<file path="config.mk">
export PLATFORM = sky130hd
export DESIGN_NAME = sbp_prescaler
export DESIGN_NICKNAME = d
export VERILOG_FILES = /design/src/hdl/sbp_pkg.sv /design/src/hdl/sbp_prescaler.sv
export SDC_FILE = /design/constraint.sdc
export NUM_CORES = 1
export LEC_CHECK = 0
export BUFFER_PORTS_ARGS = -buffer_cell sky130_fd_sc_hd__buf_2
export CAP_MARGIN = 20
export CORE_MARGIN = 10
export CORE_UTILIZATION = 48
export DETAILED_ROUTE_END_ITERATION = 8
export MAX_ROUTING_LAYER = met4
export PLACE_DENSITY_LB_ADDON = 0.15
export SLEW_MARGIN = 0
export SYNTH_ARGS = -nofsm -noshare
export SYNTH_HDL_FRONTEND = slang
export SYNTH_SLANG_ARGS = --single-unit
</file>
<file path="constraint.sdc">
create_clock -name aclk -period 2.96 [get_ports aclk]
set_input_delay 0.592 -clock aclk [delete_from_list [all_inputs] [get_ports aclk]]
set_output_delay 0.592 -clock aclk [all_outputs]
set_load 0.01 [all_outputs]
</file>
<file path="src/hdl/sbp_pkg.sv">
package sbp_pkg;
    localparam int DATA_W = 32;
    localparam int ADDR_W = 32;
    // Byte addresses of the register words
    localparam logic [ADDR_W-1:0] PRESCALER_ADDR = 32'h0ffff340;
    localparam logic [ADDR_W-1:0] CLKSEL_ADDR = 32'h0ffff344;
    localparam logic [ADDR_W-1:0] EXPAND_ADDR = 32'h0ffff348;
    localparam logic [ADDR_W-1:0] OPTION_ADDR = 32'h0ffff34c;
    // Prescaler select fields
    localparam int ENABLE_BIT = 4;
    localparam int HIGH_BIT = 3;
    localparam int RATIO_LSB = 0;
    localparam logic [7:0] PRESCALER_RESET = 8'h00;
    localparam logic [7:0] PRESCALER_WMASK = 8'h1b;
    // Clock select, clock extension and option bit fields
    localparam int SPEED_BIT = 3;
    localparam int CLKSEL_LSB = 0;
    localparam logic [7:0] CLKSEL_WMASK = 8'h0b;
    localparam int EXT_BIT = 0;
    localparam int OPTION_BIT = 0;
    // Second stage divisors
    localparam logic [7:0] DIV_SEL0 = 8'h2c;
    localparam logic [7:0] DIV_SEL1 = 8'h56;
    localparam logic [7:0] DIV_SEL2 = 8'h56;
    localparam logic [7:0] DIV_SEL3 = 8'h42;
    localparam logic [1:0] RESP_OKAY = 2'b00;
    localparam logic [1:0] RESP_SLVERR = 2'b10;

    typedef struct packed {
        logic prescaled_tick;
        logic transfer_tick;
        logic prohibited;
    } sbp_clk_t;
endpackage

</file>
<file path="src/hdl/sbp_prescaler.sv">
`timescale 1ns/100ps
`default_nettype none
// Function
// RQ1: Bit 4 of the prescaler select register enables the first divider.
// RQ2: Bits 3 and 1:0 pick main clock /2../5, or undivided when bit 3 is set.
// RQ3: The option bit doubles every first-stage ratio.
// RQ4: The prescaled clock drives a second divider giving the transfer clock.
// RQ5: Software keeps the prescaled clock between 1 MHz and 10 MHz.
// RQ6: Option bit and speed mode bit pick one of four rate tables.
// RQ7: Standard table: sel 00 /44, 01 /86, 11 /66, 10 main /86; rest barred.
// RQ8: The prescaler select register resets to all zeros.
// RQ9: Bits 7, 6, 5 and 2 of the prescaler select register read as zero.
// RQ10: The clock extension bit is bit 0 of the function expansion register.
// RQ11: With the first stage disabled no clock ticks are produced.
module sbp_prescaler (
    input wire logic aclk,
    input wire logic aresetn,
    input wire logic [sbp_pkg::ADDR_W-1:0] s_axi_awaddr,
    input wire logic s_axi_awvalid,
    output logic s_axi_awready,
    input wire logic [sbp_pkg::DATA_W-1:0] s_axi_wdata,
    input wire logic [3:0] s_axi_wstrb,
    input wire logic s_axi_wvalid,
    output logic s_axi_wready,
    output logic [1:0] s_axi_bresp,
    output logic s_axi_bvalid,
    input wire logic s_axi_bready,
    input wire logic [sbp_pkg::ADDR_W-1:0] s_axi_araddr,
    input wire logic s_axi_arvalid,
    output logic s_axi_arready,
    output logic [sbp_pkg::DATA_W-1:0] s_axi_rdata,
    output logic [1:0] s_axi_rresp,
    output logic s_axi_rvalid,
    input wire logic s_axi_rready,
    output sbp_pkg::sbp_clk_t clk_out
);
    import sbp_pkg::*;

    logic [7:0] bus_prescaler_select;
    logic [7:0] bus_clock_select_reg;
    logic [7:0] function_expansion_reg;
    logic prescale_option_bit;
    logic [ADDR_W-1:0] aw_addr;
    logic aw_held;
    logic [DATA_W-1:0] w_data;
    logic w_strb0;
    logic w_held;
    logic [3:0] pre_cnt;
    logic [3:0] pre_div;
    logic [7:0] tc_cnt;
    logic [7:0] tc_div;
    logic prescaler_enable_bit;
    logic prescaler_high_select;
    logic [1:0] prescaler_ratio_field;
    logic [1:0] clock_select_field;
    logic speed_mode_bit;
    logic clock_extension_bit;
    logic prescaled_bus_clock;
    logic stage_tick;
    logic table_ok;
    logic do_write;
    logic [7:0] wbyte;
    sbp_clk_t next_clk;

    assign prescaler_enable_bit = bus_prescaler_select[ENABLE_BIT];
    assign prescaler_high_select = bus_prescaler_select[HIGH_BIT];
    assign prescaler_ratio_field = bus_prescaler_select[RATIO_LSB +: 2];
    assign clock_select_field = bus_clock_select_reg[CLKSEL_LSB +: 2];
    assign speed_mode_bit = bus_clock_select_reg[SPEED_BIT];
    assign clock_extension_bit = function_expansion_reg[EXT_BIT]; // [RQ10]
    assign do_write = aw_held && w_held && !s_axi_bvalid;
    assign wbyte = w_data[7:0];

    // AXI write: address and data taken in either order
    always_ff @(posedge aclk) begin
        if (!aresetn) begin
            aw_held <= 1'b0;
            aw_addr <= '0;
        end else if (s_axi_awvalid && s_axi_awready) begin
            aw_held <= 1'b1;
            aw_addr <= s_axi_awaddr;
        end else if (do_write) begin
            aw_held <= 1'b0;
        end
    end

    always_ff @(posedge aclk) begin
        if (!aresetn) begin
            w_held <= 1'b0;
            w_data <= '0;
            w_strb0 <= 1'b0;
        end else if (s_axi_wvalid && s_axi_wready) begin
            w_held <= 1'b1;
            w_data <= s_axi_wdata;
            w_strb0 <= s_axi_wstrb[0];
        end else if (do_write) begin
            w_held <= 1'b0;
        end
    end

    always_ff @(posedge aclk) begin
        if (!aresetn) begin
            s_axi_awready <= 1'b0;
            s_axi_wready <= 1'b0;
        end else begin
            s_axi_awready <= !aw_held && !(s_axi_awvalid && s_axi_awready);
            s_axi_wready <= !w_held && !(s_axi_wvalid && s_axi_wready);
        end
    end

    always_ff @(posedge aclk) begin
        if (!aresetn) begin
            s_axi_bvalid <= 1'b0;
            s_axi_bresp <= RESP_OKAY;
        end else if (do_write) begin
            s_axi_bvalid <= 1'b1;
            s_axi_bresp <= (aw_addr == PRESCALER_ADDR ||
                            aw_addr == CLKSEL_ADDR ||
                            aw_addr == EXPAND_ADDR ||
                            aw_addr == OPTION_ADDR) ? RESP_OKAY : RESP_SLVERR;
        end else if (s_axi_bready) begin
            s_axi_bvalid <= 1'b0;
        end
    end

    // Register file; only byte lane 0 carries data
    always_ff @(posedge aclk) begin
        if (!aresetn) begin
            bus_prescaler_select <= PRESCALER_RESET; // [RQ8]
            bus_clock_select_reg <= 8'h00;
            function_expansion_reg <= 8'h00;
            prescale_option_bit <= 1'b0;
        end else if (do_write && w_strb0) begin
            unique case (aw_addr)
                PRESCALER_ADDR:
                    bus_prescaler_select <= wbyte & PRESCALER_WMASK; // [RQ9]
                CLKSEL_ADDR: bus_clock_select_reg <= wbyte & CLKSEL_WMASK;
                EXPAND_ADDR: function_expansion_reg <= {7'h00, wbyte[EXT_BIT]};
                // Option byte stands in for the factory option load
                OPTION_ADDR: prescale_option_bit <= wbyte[OPTION_BIT]; // [RQ3]
                default: ;
            endcase
        end
    end

    // AXI read, one outstanding
    always_ff @(posedge aclk) begin
        if (!aresetn) begin
            s_axi_arready <= 1'b0;
            s_axi_rvalid <= 1'b0;
            s_axi_rdata <= '0;
            s_axi_rresp <= RESP_OKAY;
        end else if (s_axi_arvalid && s_axi_arready) begin
            s_axi_arready <= 1'b0;
            s_axi_rvalid <= 1'b1;
            s_axi_rresp <= RESP_OKAY;
            unique case (s_axi_araddr)
                PRESCALER_ADDR: s_axi_rdata <= {24'h0, bus_prescaler_select};
                CLKSEL_ADDR: s_axi_rdata <= {24'h0, bus_clock_select_reg};
                EXPAND_ADDR: s_axi_rdata <= {24'h0, function_expansion_reg};
                OPTION_ADDR: s_axi_rdata <= {31'h0, prescale_option_bit};
                default: begin
                    s_axi_rdata <= '0;
                    s_axi_rresp <= RESP_SLVERR;
                end
            endcase
        end else if (s_axi_rvalid) begin
            if (s_axi_rready) begin
                s_axi_rvalid <= 1'b0;
            end
        end else begin
            s_axi_arready <= 1'b1;
        end
    end

    // First stage ratio; doubled by the option bit
    always_comb begin
        if (prescaler_high_select) begin
            pre_div = 4'h1; // [RQ2]
        end else begin
            pre_div = {2'b00, prescaler_ratio_field} + 4'h2; // [RQ2]
        end
        if (prescale_option_bit) begin
            pre_div = {pre_div[2:0], 1'b0}; // [RQ3]
        end
    end

    always_ff @(posedge aclk) begin
        if (!aresetn || !prescaler_enable_bit) begin
            pre_cnt <= 4'h0; // [RQ1] [RQ11]
        end else if (pre_cnt >= pre_div - 4'h1) begin
            pre_cnt <= 4'h0;
        end else begin
            pre_cnt <= pre_cnt + 4'h1;
        end
    end

    assign prescaled_bus_clock = prescaler_enable_bit &&
                                 (pre_cnt >= pre_div - 4'h1); // [RQ1]

    // Only the documented table (standard, option clear) is filled in
    always_comb begin
        table_ok = !speed_mode_bit && !prescale_option_bit &&
                   !clock_extension_bit; // [RQ6]
        stage_tick = prescaled_bus_clock;
        unique case (clock_select_field)
            2'b00: tc_div = DIV_SEL0; // [RQ7]
            2'b01: tc_div = DIV_SEL1; // [RQ7]
            2'b10: begin
                tc_div = DIV_SEL2; // [RQ7]
                // Bypasses stage one, still held off by the enable
                stage_tick = prescaler_enable_bit;
            end
            default: tc_div = DIV_SEL3; // [RQ7]
        endcase
    end

    always_ff @(posedge aclk) begin
        if (!aresetn || !prescaler_enable_bit || !table_ok) begin
            tc_cnt <= 8'h00; // [RQ11]
        end else if (stage_tick) begin
            tc_cnt <= (tc_cnt >= tc_div - 8'h01) ? 8'h00 :
                      tc_cnt + 8'h01; // [RQ4]
        end
    end

    always_comb begin
        next_clk.prescaled_tick = prescaled_bus_clock;
        next_clk.transfer_tick = table_ok && stage_tick &&
                                 (tc_cnt >= tc_div - 8'h01); // [RQ4]
        next_clk.prohibited = !table_ok;
    end
    always_ff @(posedge aclk) begin
        if (!aresetn) begin
            clk_out <= '0;
        end else begin
            clk_out <= next_clk;
        end
    end
    property p_disabled_quiet;
        @(posedge aclk) disable iff (!aresetn)
        !prescaler_enable_bit [*2] |=> !clk_out.prescaled_tick &&
                                        !clk_out.transfer_tick;
    endproperty
    a_disabled_quiet: assert property (p_disabled_quiet) // [RQ11]
        else $error("tick while disabled");
    property p_reserved_zero;
        @(posedge aclk) disable iff (!aresetn)
        bus_prescaler_select[7:5] == 3'b000 && !bus_prescaler_select[2];
    endproperty
    a_reserved_zero: assert property (p_reserved_zero) // [RQ9]
        else $error("reserved bit set");
    property p_div2;
        @(posedge aclk) disable iff (!aresetn)
        (prescaler_enable_bit && !prescale_option_bit &&
         bus_prescaler_select[3:0] == 4'h0 && prescaled_bus_clock) [*1]
        ##1 (bus_prescaler_select[4:0] == 5'h10 &&
             !$changed(prescale_option_bit))
        |-> !prescaled_bus_clock;
    endproperty
    a_div2: assert property (p_div2) // [RQ2]
        else $error("divide by two wrong");
    property p_undiv;
        @(posedge aclk) disable iff (!aresetn)
        prescaler_enable_bit && prescaler_high_select &&
        !prescale_option_bit |-> prescaled_bus_clock;
    endproperty
    a_undiv: assert property (p_undiv) // [RQ2]
        else $error("undivided clock missing tick");
    // A legal option change may restore the undivided clock at once
    property p_option_double;
        @(posedge aclk) disable iff (!aresetn)
        prescaler_enable_bit && prescale_option_bit &&
        prescaler_high_select && $stable(bus_prescaler_select) &&
        prescaled_bus_clock |=> !prescaled_bus_clock ||
                                $changed(prescale_option_bit);
    endproperty
    a_option_double: assert property (p_option_double) // [RQ3]
        else $error("option did not double ratio");
    property p_prohibited;
        @(posedge aclk) disable iff (!aresetn)
        (speed_mode_bit || clock_extension_bit) |=> !clk_out.transfer_tick;
    endproperty
    a_prohibited: assert property (p_prohibited) // [RQ6]
        else $error("tick from prohibited table");
    // A shrinking divisor may leave the count high until its next wrap
    property p_tc_bound;
        @(posedge aclk) disable iff (!aresetn)
        tc_cnt < tc_div |=> tc_cnt < tc_div || $changed(tc_div);
    endproperty
    a_tc_bound: assert property (p_tc_bound) // [RQ7]
        else $error("second stage count out of range");
    property p_tick_spacing;
        @(posedge aclk) disable iff (!aresetn)
        clk_out.transfer_tick |=> (!clk_out.transfer_tick) [*8];
    endproperty
    a_tick_spacing: assert property (p_tick_spacing) // [RQ4]
        else $error("transfer ticks too close");
endmodule
`default_nettype wire

</file>
* After elaboration in Yosys (flattened, before gate mapping)
Cells that the tools add are included.
** Storage, ports and cells
- Register bits after elaboration :: 105
- Bits of input ports :: 107
- Output and inout port bits :: 44
- Logic and storage cells :: 97
** Cells by class
- $add $sub $neg :: 5
- Magnitude comparators :: 2
- Equality and inequality tests :: 10
- Multiplexer cells :: 16
- Bitwise gates (word level) :: 1
- Reductions and logical operators :: 41
** Operators by type and width (number)
- == test 32 x 28 -> 1 bit, second input constant :: 8
- case mux 5 bit (4 select lines) :: 1
- case mux 7 bit (2 select lines) :: 1
- logical AND 1 bit :: 13
- zero test 1 bit :: 11
- two-way mux 1 bit :: 9
- adder 8 x 1 -> 8 bit, second input constant :: 1
- greater-or-equal comparator 8 bit :: 1
- two-way mux 8 bit :: 1
- AND reduction 2 bit :: 4
- subtractor 8 x 1 -> 8 bit, second input constant :: 1
- nonzero test 2 bit :: 3
- OR reduction 2 bit :: 3
- logical OR 1 bit :: 5
- adder 4 x 1 -> 4 bit, second input constant :: 1
- greater-or-equal comparator 4 bit :: 1
- two-way mux 2 bit :: 2
- two-way mux 4 bit :: 1
- OR reduction 4 bit :: 1
- subtractor 4 x 1 -> 4 bit, second input constant :: 1
- adder 2 x 2 -> 3 bit, second input constant :: 1
- two-way mux 3 bit :: 1
- == test 2 x 1 -> 1 bit, second input constant :: 1
- == test 2 bit, second input constant :: 1
- 2 further kinds :: 2

* Logic depth before layout (Yosys ltp)
- Word-level depth :: 9
- Depth in mapped cells :: 11
- Depth with buffers taken out :: 10

* Worst setup path before layout
No wires, ideal clock.
- Kind :: register to register
- From :: register prescale_option_bit
- To :: register tc_cnt[3]
- Library setup time :: 0.076 ns
- Data arrival time :: 2.346 ns
- Path slack :: 0.538 ns
- Cell stages (with the launch flop) :: 11
- Path buffers :: 1
- Period minus slack after synthesis :: 2.422 ns
- Cells stage by stage :: dfxtp_1 > clkbuf_1 > o21ai_0 > o31a_1 > ha_1 > ha_1 > o211ai_1 > o21ai_0 > nor3_1 > a22oi_1 > o21ai_0
** On the way
- Cells in the longest elaborated chain, start to end :: 5
- Elaborated cells between the ends (all ways) :: 10
** Ends and longest elaborated chain
- start, declared :: RTL line sbp_prescaler.sv:42 : logic prescale_option_bit;
- start signal, assigned :: RTL line sbp_prescaler.sv:140 : OPTION_ADDR: prescale_option_bit <= wbyte[OPTION_BIT];
- two-way mux 4 bit / zero test 1 bit (equally long branches) :: RTL line sbp_prescaler.sv:183, sbp_prescaler.sv:203
- subtractor 4 x 1 -> 4 bit / logical AND 1 bit (equally long branches) :: RTL line sbp_prescaler.sv:199, sbp_prescaler.sv:203
- greater-or-equal comparator 4 bit / logical AND 1 bit (equally long branches) :: RTL line sbp_prescaler.sv:199, sbp_prescaler.sv:203
- logical AND 1 bit / zero test 1 bit (equally long branches) :: RTL line sbp_prescaler.sv:198, sbp_prescaler.sv:219
- two-way mux 1 bit / logical OR 1 bit (equally long branches) :: RTL line sbp_prescaler.sv:206, sbp_prescaler.sv:219
- end signal, assigned :: RTL line sbp_prescaler.sv:222 : tc_cnt <= (tc_cnt >= tc_div - 8'h01) ? 8'h00 :
- end, declared :: RTL line sbp_prescaler.sv:50 : logic [7:0] tc_cnt;
Parallel ways exist; a longest one is shown, timed or not.
A chain may end at the register's enable or synchronous reset.

* Final worst setup path
Ends and elaborated chain as after synthesis.

==> out/metrics.csv <==
stage,metric,value,unit
status,outcome,"complete, no violations",
layout,Non-Filler Instances,617,
synthesis,post-synthesis average cell area,8.58,µm²
critical_path,Worst Path Required,3.16,ns
floorplanning,DIE WIDTH,107,µm
drt,Total Wirelength,8.14,mm
drt,"antenna viol nets, final",0,
sta,worst rel slew slack,0.542,
synthesis,Synth top area share,0.405,
critical_path,crit end category,register,
layout,max FFs per register,32,
cts,CTS Buf Count,9,
critical_path,WP data arrival,2.84,ns
synthesis,Synth Cell Area,0.00366,mm²
pwr,total power,2.15,mW
layout,share of layout cells above drive strength 1,0.230,
sta,endpoints failing setup,0,
synthesis,Syn Inst Count,426,
placed_design,placed cells,601,
floorplanning,Core Rows,31,
synthesis,cell taking the most area after synthesis,dfxtp_1,
min_path,HP Start,s_axi_rdata[4],
synthesis,Synth Flop Type,dfxtp_1,
critical_path,Crit Path Class,register to register,
cts,CTS tree,done,
sta,f_max,379,MHz
drt,drt wl/cell,13.2,µm
floorplanning,initial core utilization,0.499,
drt,drt pass-1 iters,4,
sta,Worst Tran Pin Value,0.684,ns
layout,area grow syn2layout,18.1,%
critical_path,r2r startpoint,prescale_option_bit,
pwr,Pwr per Cell Area,497,mW/mm²
sta,period utilization,0.890,
global_routing,pin count of the biggest net entering global routing,66,
cts,H-tree Lvls,3,
global_routing,first-pass GRT wire length,13.6,mm
layout,ANT cells,0,
global_routing,vias in the first global route,2978,
cts,Clock transition at path regs,0.07,ns
floorplanning,# IOs,151,
cts,worst-skew pair later-pin latency,0.35,ns
placed_design,DP Wirelength,6.39,mm
sta,Final Hold Fails,0,
sta,Hold WS,0.455,ns
min_path,worst hold path class,register to register,
drt,total number of vias,2978,
cts,Post-CTS Hold Fix Bufs,0,
sta,max-slew violation count,0,
layout,Biggest register,aw_addr,
cts,clock buffer depth,2,
synthesis,"Async S/R FF share, synth",0,
pwr,P_leak,1.86,nW
cts,# clock sinks,74,
critical_path,worst-path maximum fanout,9,
synthesis,register area share after synthesis,0.405,
synthesis,synth top area cells,"dfxtp_1 41%, nand2_1 11%, a21boi_0 8.4%, buf_4 6.2%, ha_1 5.8%",
layout,fill count,694,
synthesis,most frequent cells after synthesis,"103 x nand2_1, 74 x dfxtp_1, 41 x a21boi_0",
critical_path,Critical Path Start,prescale_option_bit,
floorplanning,full die area,0.0115,mm²
drt,drt drc,0,
cts,postcts setup bufs,0,
synthesis,unique cell type count in the Yosys netlist,54,
layout,Layout Nets,637,
floorplanning,Chip Height,107,µm
floorplanning,core area,0.00733,mm²
sta,RSZ-0062 raised after global routing,false,
placed_design,routability cong.,0.798,
synthesis,Yosys warnings,0,
synthesis,most common cell in the synthesized netlist,nand2_1,
placed_design,Setup WS pre-CTS,0.336,ns
drt,drt initial violations,94,
pwr,maximum vdd ir drop,0.000321,V
global_routing,total track usage,0.148,
drt,Vias/cell,4.83,
sta,total negative slack,0,ns
sta,final setup skew,0.00996,ns
layout,largest registers,"aw_addr (32), tc_cnt (8)",
sta,fin crit period,2.64,ns
synthesis,Yosys reg bits,74,
placed_design,port bufs,89,
cts,root buf cell,clkbuf_8,
cts,post-cts resize count,0,
run,MaxCap Viol Count,0,
global_routing,initial antenna violation count,0,
synthesis,"EDFF count, synth",0,
critical_path,Setup crit start kind,register,
global_routing,remaining global-route overflow,0,
sta,Final WS setup,0.324,ns
-- critical path: stages (launching register included) --
cell and delay (ns):
dfxtp_1 0.49, o21ai_0 0.14, o31a_1 0.13, ha_1 0.30
ha_1 0.27, o211ai_1 0.16, o21ai_0 0.18, o211ai_1 0.61
o21ai_0 0.20
-- routing by layer --
metal | share of wire | global-route usage | vias to the layer above
met5 | 0 | - | -
met3 | 0.042 | 0.0431 | 9
li1 | - | - | 1571
met1 | 0.45 | 0.172 | 1338
met2 | 0.50 | 0.241 | 60
met4 | 0.011 | 0.0464 | 0
-- path summary, 6_finish.rpt --
kind	end	slack [ns]	cells past startpoint
worst max-delay path	tc_cnt[3]	0.32	8
worst min-delay path	s_axi_rdata[4]	0.46	2
worst max register to register	tc_cnt[3]	0.32	8
worst min register to register	s_axi_rdata[4]	0.46	2
-- cells in the final DEF, fill, tap and decap left out, types with 3 or more instances in the layout --
| master | netlist | final |
|---|---|---|
| dfxtp_1 | 74 | 74 |
| ha_1 | 17 | 17 |
| buf_2 | 1 | 89 |
| buf_4 | 30 | 4 |
| nor2_1 | 10 | 10 |
| nand3_1 | 13 | 13 |
| and3_1 | 7 | 7 |
| clkbuf_8 | 0 | 9 |
| xnor2_1 | 3 | 3 |
| and2_1 | 4 | 4 |
| a21boi_0 | 41 | 41 |
| nand4_1 | 7 | 7 |
| o22ai_1 | 4 | 4 |
| nor4_1 | 4 | 4 |
| nand2_1 | 103 | 103 |
| nand2b_1 | 4 | 4 |
| bufinv_16 | 0 | 3 |
| nor3_1 | 3 | 3 |
| a21oi_1 | 9 | 9 |
| mux2i_1 | 10 | 10 |
| inv_1 | 17 | 17 |
| o21ai_0 | 10 | 10 |
| conb_1 | 2 | 31 |
-- report_power, final --
group	switching (mW)	internal (mW)
Combinational	0.0938	0.0745
Clock	0.367	0.563
Sequential	0.0203	1.03
Total	0.481	1.66
-- layout make-up --
type	count	area, µm²	area share
inverter	17	63.8	0.0148
timing repair buffer	93	475	0.110
sequential	74	1480	0.343
clock buffer	10	128	0.0296
tap	99	124	0.0287
clock inverter	6	113	0.0261
multi-input combinational	318	1930	0.448
-- stage by stage --
step,utilization,area [µm²]
global route,0.589,4320
finish,0.589,4320
global placement,0.556,4080
floorplan,-,3760
detailed placement,0.556,4080
CTS,0.589,4320
-- cell families after synthesis --
kind of cell,after synthesis,share of synthesized area
xor+xnor,4,0.00958
mux,11,0.0335
fa+ha+maj,17,0.0582
buf+inv,63,0.0958
flops,74,0.405
simple gates,176,0.245
other cells,2,0.00205
compound gates,79,0.151
No activity file was read; power rests on OpenSTA's default activity.
